**config.mk**
```make
export PLATFORM = sky130hd
export DESIGN_NAME = toner_supply_control
export DESIGN_NICKNAME = d
export VERILOG_FILES = /design/src/toner_supply_pkg.sv /design/src/pin_sync.sv /design/src/toner_supply_control.sv
export SDC_FILE = /design/constraint.sdc
export NUM_CORES = 1
export LEC_CHECK = 0
export BUFFER_PORTS_ARGS = -buffer_cell sky130_fd_sc_hd__clkbuf_2
export CORE_UTILIZATION = 55
export CTS_BUF_LIST = sky130_fd_sc_hd__clkbuf_4 sky130_fd_sc_hd__clkbuf_8 sky130_fd_sc_hd__clkbuf_16
export DETAILED_ROUTE_END_ITERATION = 8
export PLACE_DENSITY = 0.76
export SLEW_MARGIN = 0
export SYNTH_ARGS = -nofsm -noshare
export SYNTH_HDL_FRONTEND = slang
export SYNTH_HIERARCHICAL = 1
export SYNTH_SLANG_ARGS = --single-unit
```
**constraint.sdc**
```tcl
create_clock -name clk_sys_i -period 4.6 [get_ports clk_sys_i]
set_clock_uncertainty 0.2 [all_clocks]
set_input_delay 0.69 -clock clk_sys_i [delete_from_list [all_inputs] [get_ports clk_sys_i]]
set_output_delay 0.69 -clock clk_sys_i [all_outputs]
set_load 0.02 [all_outputs]
```
**src/toner_supply_pkg.sv**
```systemverilog
// constants and types for the toner supply controller
package toner_supply_pkg;
	// sensor sample width, millivolt scale
	localparam int unsigned SENSE_W         = 12;
	// density window limits in millivolts
	localparam logic [11:0] WIN_LO_MV       = 12'h924; // 2340
	localparam logic [11:0] WIN_HI_MV       = 12'h99C; // 2460
	localparam logic [11:0] WIN_MID_MV      = 12'h95F; // 2399
	// largest sensor change not yet counted as movement, millivolts
	localparam logic [11:0] CHANGE_MV       = 12'h00A;
	// clock and timing
	localparam int unsigned CLK_HZ          = 25_000_000;
	localparam int unsigned EMPTY_WAIT_MS   = 2000;
	localparam int unsigned EMPTY_WAIT_CYC  = (CLK_HZ / 1000) * EMPTY_WAIT_MS;
	localparam int unsigned TIMER_W         = 32;
	// reset values
	localparam logic [11:0] OFFSET_RST      = 12'h000;
	localparam logic        EMPTY_RST       = 1'b0;

	// two-bit motor command, hi line first
	typedef enum logic [1:0] {
		MOTOR_IDLE   = 2'b00,
		MOTOR_ROTATE = 2'b10,
		MOTOR_BRAKE  = 2'b11
	} motor_cmd_e;

	// controller states
	typedef enum logic [2:0] {
		ST_IDLE   = 3'b000,
		ST_ADJUST = 3'b001,
		ST_FEED   = 3'b010,
		ST_BRAKE  = 3'b011,
		ST_EMPTY  = 3'b100
	} state_e;
endpackage : toner_supply_pkg

```
**src/pin_sync.sv**
```systemverilog
// two-flop synchroniser for a bus of asynchronous inputs
`timescale 1ns/10ps
module pin_sync
	#(parameter int unsigned WIDTH = 1)
	(
	input  wire logic             clk_sys_i,
	input  wire logic             srst_i,
	input  wire logic [WIDTH-1:0] async_i,
	output logic      [WIDTH-1:0] sync_o
	);

	logic [WIDTH-1:0] meta_reg;

	// first stage feeds only the second
	always_ff @(posedge clk_sys_i)
	begin
		if (srst_i)
		begin
			meta_reg <= '0;
			sync_o   <= '0;
		end
		else
		begin
			meta_reg <= async_i;
			sync_o   <= meta_reg;
		end
	end
endmodule : pin_sync

```
**src/toner_supply_control.sv**
```systemverilog
// toner supply controller: motor command, density loop, empty detect
`timescale 1ns/10ps
module toner_supply_control
	import toner_supply_pkg::*;
	#(parameter int unsigned EMPTY_WAIT = EMPTY_WAIT_CYC)
	(
	input  wire logic        clk_sys_i,
	input  wire logic        srst_i,
	input  wire logic [11:0] density_sensor_voltage_i,
	input  wire logic        cart_present_n_i,
	input  wire logic        adjust_start_i,
	input  wire logic        print_active_i,
	output logic             motor_cmd_hi_line_o,
	output logic             motor_cmd_lo_line_o,
	output logic             toner_empty_o,
	output logic             cart_present_o,
	output logic             adjust_busy_o,
	output logic [11:0]      sensor_offset_o
	);

	logic [12:0]        pins_sync;
	logic [11:0]        volt;
	logic               cart_ok;
	logic [11:0]        adj_volt;
	logic [12:0]        adj_plus;
	logic [12:0]        ref_plus;
	logic [11:0]        ref_reg;
	logic [TIMER_W-1:0] timer_reg;
	logic               timer_done;
	logic               moved;
	logic               low_density;
	logic               in_window;
	state_e             state_reg;
	state_e             state_next;
	motor_cmd_e         cmd;

	// the sensor word crosses as a whole; it moves slowly, so a torn
	// sample only shifts one reading by a step and is retaken next cycle
	// sensor and cartridge pins pass two flops; adjust_start_i and print_active_i are used directly
	pin_sync #(.WIDTH(13)) u_sync (
		.clk_sys_i (clk_sys_i),
		.srst_i    (srst_i),
		.async_i   ({~cart_present_n_i, density_sensor_voltage_i}),
		.sync_o    (pins_sync)
	);

	assign volt    = pins_sync[11:0];
	assign cart_ok = pins_sync[12];

	// sensor value corrected by the adjustment offset
	assign adj_volt    = volt - sensor_offset_o;
	assign low_density = adj_volt > WIN_HI_MV;
	assign in_window   = (adj_volt >= WIN_LO_MV) && (adj_volt <= WIN_HI_MV);

	// movement test in 13 bits so the threshold never wraps
	assign adj_plus = {1'b0, adj_volt} + 13'(CHANGE_MV);
	assign ref_plus = {1'b0, ref_reg} + 13'(CHANGE_MV);
	assign moved    = ({1'b0, adj_volt} > ref_plus) || ({1'b0, ref_reg} > adj_plus);

	// no-change limit reached while the motor turns
	assign timer_done = timer_reg >= TIMER_W'(EMPTY_WAIT);

	// next state
	always_comb
	begin
		state_next = state_reg;
		case (state_reg)
			ST_IDLE:
			begin
				if (adjust_start_i)
					state_next = ST_ADJUST;
				else if (cart_ok && print_active_i && low_density)
					state_next = ST_FEED;
			end

			// adjustment lasts one cycle
			ST_ADJUST:
			begin
				state_next = ST_IDLE;
			end

			// feeding: brake on cartridge loss or recovered density, enter empty on no movement
			ST_FEED:
			begin
				if (!cart_ok)
					state_next = ST_BRAKE;
				else if (!moved && timer_done)
					state_next = ST_EMPTY;
				else if (!low_density)
					state_next = ST_BRAKE;
			end

			// empty: motor keeps turning until density comes back or the cartridge is lost
			ST_EMPTY:
			begin
				if (!cart_ok)
					state_next = ST_BRAKE;
				else if (moved && in_window)
					state_next = ST_BRAKE;
			end

			// brake lasts one cycle, then idle
			ST_BRAKE:
			begin
				state_next = ST_IDLE;
			end

			// unused codes fall back to idle
			default:
			begin
				state_next = ST_IDLE;
			end
		endcase
	end

	// state register
	always_ff @(posedge clk_sys_i)
	begin
		if (srst_i)
			state_reg <= ST_IDLE;
		else
			state_reg <= state_next;
	end

	// no-change timer: counts feeding cycles without sensor movement
	always_ff @(posedge clk_sys_i)
	begin
		if (srst_i)
			timer_reg <= '0;
		else if (state_reg != state_next || moved)
			timer_reg <= '0; // restart on movement or state change
		else if (state_reg == ST_FEED)
			timer_reg <= timer_reg + 1'b1;
	end

	// reference sample: reading at the last movement or state change
	always_ff @(posedge clk_sys_i)
	begin
		if (srst_i)
			ref_reg <= 12'h000;
		else if (state_reg != state_next || moved)
			ref_reg <= adj_volt;
	end

	// adjustment busy flag, high for the one adjust cycle
	always_ff @(posedge clk_sys_i)
	begin
		if (srst_i)
			adjust_busy_o <= 1'b0;
		else
			adjust_busy_o <= (state_next == ST_ADJUST);
	end

	// adjustment offset: current reading lands on window centre
	always_ff @(posedge clk_sys_i)
	begin
		if (srst_i)
			sensor_offset_o <= OFFSET_RST;
		else if (state_reg == ST_ADJUST)
			sensor_offset_o <= volt - WIN_MID_MV;
	end

	// motor command decode
	always_comb
	begin
		case (state_next)
			ST_IDLE:   cmd = MOTOR_IDLE;
			ST_ADJUST: cmd = MOTOR_IDLE;
			ST_FEED:   cmd = MOTOR_ROTATE;
			ST_EMPTY:  cmd = MOTOR_ROTATE;
			ST_BRAKE:  cmd = MOTOR_BRAKE;
			default:   cmd = MOTOR_IDLE;
		endcase
	end

	// bridge command lines, registered decode of the next state
	always_ff @(posedge clk_sys_i)
	begin
		if (srst_i)
		begin
			motor_cmd_hi_line_o <= 1'b0;
			motor_cmd_lo_line_o <= 1'b0;
		end
		else
		begin
			motor_cmd_hi_line_o <= cmd[1];
			motor_cmd_lo_line_o <= cmd[0];
		end
	end

	// cartridge presence, one flop after the synchroniser
	always_ff @(posedge clk_sys_i)
	begin
		if (srst_i)
			cart_present_o <= 1'b0;
		else
			cart_present_o <= cart_ok;
	end

	// toner-empty flag to the display: set on entry, cleared on exit
	always_ff @(posedge clk_sys_i)
	begin
		if (srst_i)
			toner_empty_o <= EMPTY_RST;
		else if (state_next == ST_EMPTY)
			toner_empty_o <= 1'b1;
		else if (state_reg == ST_EMPTY)
			toner_empty_o <= 1'b0;
	end
endmodule : toner_supply_control

```
==> summary.md <==
| Metric | Value |
|---|---|
| Synth Warn # | 6 |
| WS Path Type | reg -> reg |
| Hold_sp | u_sync/meta_reg[4] |
| Worst hold path type | reg -> reg |
| Reg2Reg Depth | 17 |
| CTS Hold Bufs | 0 |
| PortBufs | 33 |
| Final Hold Viols | 0 |
| Post-Route WL | 11,800 um |
| WHS Endpoint | u_sync/sync_o[4] |
| Count of clock tree sinks | 90 |
| CP max-delay cell | or4_1 |
| Row count | 35 |
| Reg-to-Reg Start | sensor_offset_o[4] |
| Least-Margin Pin Slew | 1.08 ns |
| Final core utilization | 65.3% |
| P&R area growth vs syn | 15.6% |
| Final #Nets | 710 |
| Largest net degree at the start of global routing | 40 |
| Peak VDD IR | 0.222 mV |
| Fin crit period | 4.50 ns |
| CP cell instances | inv_1 -> ha_2 -> nand2_1 -> a211oi_4 -> o211a_1 -> a211o_1 -> inv_2 -> ha_1 -> or4_1 -> o311ai_0 -> a21oi_2 -> nor3_2 -> o211ai_1 -> nor3_4 -> buf_12 -> mux2i_1 -> nor2_1 |
| Vias in the first global route | 4,082 |
| Power per Cell Area | 422 nW/um2 |
| Final Instance Area | 5980 um2 |
| Worst setup margin | 0.0975 ns |
| Netlist area before placement | 5170 um2 |
| FMAX | 0.222 GHz |
| Register area share after synthesis | 34.9% |
| CTS buffer count | 9 |
| Avg Vias per Cell | 5.73 |
| Iter 0 DRT Violations | 342 |
| Clock Tree Root | clkbuf_8 |
| Worst path arrival time | 4.53 ns |
| Worst rel slew slack | 26.5% |
| Post-synthesis cell type count | 65 |
| Synthesized net count | 655 |
| CP endpoint kind | flip-flop |
| Outcome | finished clean |
| Final Cycle Share | 97.9% |
| Initial Utilization | 56.5% |
| Total die area | 9790 um2 |
| R2R Setup Slk | 0.1 ns |
| GRT Total Usage | 23.4% |
| CP Max Fanout | 7 |
| Hpwl dp | 8310 um |
| Clk_lat worst skew | 0.36 ns |
| Cells after Synth | 598 |
| Hold depth | 1 |
| Core area | 9150 um2 |
| First-pass GRT wire length | 18,500 um |
| Final setup viols | 0 |
| Max Cap Viol | 0 |
| Die Ht | 98.9 um |
| Final Wtd Congestion | 0.887 |
| Share of layout cells above drive strength 1 | 19.1% |
| Post-DP Area | 5530 um2 |
| 1st-pass router iterations | 5 |
| Vias post-DR | 4,403 |
| Crit path from | sensor_offset_o[4] |
| Total Power | 2520 uW |
| Mean Syn Cell Area | 8.64 um2 |
| Routed WL per cell | 15.3 um |
| Max Buffers Root-to-Sink | 2 |
| Die width | 98.9 um |
| Drc violations | 0 |
| Reg-to-reg endpoint | ref_reg[11] |
| Slew Viols, Final | 0 |
| Slowest stage delay, CP | 0.49 ns |
| Synth Register Bits | 90 |
| Max FFs per register | 32 |
| Crit path required time | 4.63 ns |
| H-tree levels | 3 |
| # IOs | 34 |
| Diode count | 0 |
| Number of enable flip-flop cells after synthesis | 0 |
| CTS clock-pin slew for the worst setup and hold paths | 0.10 ns |
| Top_reg_cell synth | dfxtp_1 |
| Leakage | 0.00239 uW |
| FFs w/ async S/R, synth | 0% |
| Antenna violations before repair | 0 |
| Remaining global-route overflow | 0 |
| CP startpoint kind | flip-flop |
| Dpl ws | -0.122 ns |
| Post-route ant nets | 0 |
| CTS tree | yes |
-- cells in the mapped netlist, types with 7 or more instances --
| master | number | area [um2] |
|---|---|---|
| xor2_1 | 30 | 263 |
| o21ai_0 | 13 | 65.1 |
| nand2_1 | 47 | 176 |
| a21oi_1 | 25 | 125 |
| and3_1 | 11 | 68.8 |
| nor2b_1 | 26 | 163 |
| xnor2_1 | 31 | 272 |
| a21o_1 | 7 | 52.6 |
| clkbuf_1 | 7 | 26.3 |
| nor2_1 | 89 | 334 |
| dfxtp_1 | 90 | 1800 |
| nand3_1 | 18 | 90.1 |
| inv_1 | 32 | 120 |
| nand4_1 | 10 | 62.6 |
| mux2i_1 | 10 | 100 |
| nand2b_1 | 9 | 56.3 |
| nor3_1 | 7 | 35.0 |
| ha_1 | 39 | 488 |
| a211oi_1 | 8 | 60.1 |
-- metal layers --
layer / track usage, % / wire length [um] / vias up / part of all wire [%]
li1: - / - / 2183 / -
met1: 30.5 / 5430 / 2083 / 46
met2: 39.4 / 5690 / 122 / 48
met3: 4.26 / 502 / 15 / 4.3
met4: 6.89 / 170 / 0 / 1.4
met5: 0 / 0 / - / 0
-- placed cells by master (no fill, tap or decap), drive strengths merged, types with 3 or more instances in the layout --
master	count
a2111oi	3
a211o	3
a211oi	12
a21o	7
a21oi	25
and2	5
and3	11
buf	24
clkbuf	45
clkinv	3
dfxtp	90
ha	39
inv	35
mux2i	10
nand2	47
nand2b	9
nand3	18
nand3b	3
nand4	10
nor2	89
nor2b	26
nor3	9
nor4	5
o2111ai	3
o211ai	5
o21a	6
o21ai	13
or4	5
xnor2	34
xor2	30
-- timing repair --
item | in CTS | in global routing
setup endpoints to repair | 28 | 50
gates cloned | 0 | 1
pin swaps | 2 | 20
setup buffers | 3 | 5
gates resized for setup | 3 | 38
-- stage by stage --
step	hold WS [ns]	cells	setup TNS [ns]
floorplan	0.214	598	0
global placement	0.219	744	0
detailed placement	0.220	744	-0.679
CTS	0.235	763	-0.00753
global route	0.255	769	-3.05
finish	0.231	769	0
-- power by group --
| part | internal [uW] | switching (uW) |
|---|---|---|
| clock | 227 | 301 |
| sequential | 832 | 64.1 |
| combinational | 503 | 594 |
-- cells by family after synthesis --
logic type | Yosys count | synth area share, %
flops | 90 | 34.9
buf+inv | 47 | 4.02
fa+ha+maj | 40 | 9.83
simple gates | 246 | 23.4
xor+xnor | 64 | 11.5
mux | 10 | 1.94
compound gates | 101 | 14.5
-- worst max path at each step --
stage / to / slack, ns
finish: ref_reg[11] / 0.1
floorplan: adjust_busy_o / 0.1
global placement: toner_empty_o / 0.05
detailed placement: toner_empty_o / -0.12
CTS: toner_empty_o / -0.008
global route: ref_reg[11] / -0.11
-- worst max-delay path, delay by kind of cell, from the launching register on --
kind / cells / cell delay, ns
compound gates: 6 / 1.34
flops: 1 / 0.34
buf+inv: 3 / 0.35
simple gates: 5 / 1.21
mux: 1 / 0.21
fa+ha+maj: 2 / 0.70
-- cell type report --
cell class / count / area [um2]
Fill cell: 748 / 3180
Tap cell: 111 / 139
Multi-Input combinational cell: 461 / 3320
Sequential cell: 90 / 1810
Clock inverter: 5 / 46.3
Timing Repair Buffer: 58 / 390
Inverter: 33 / 129
Clock buffer: 11 / 145
Note: power is estimated with default switching activity, not from simulation.
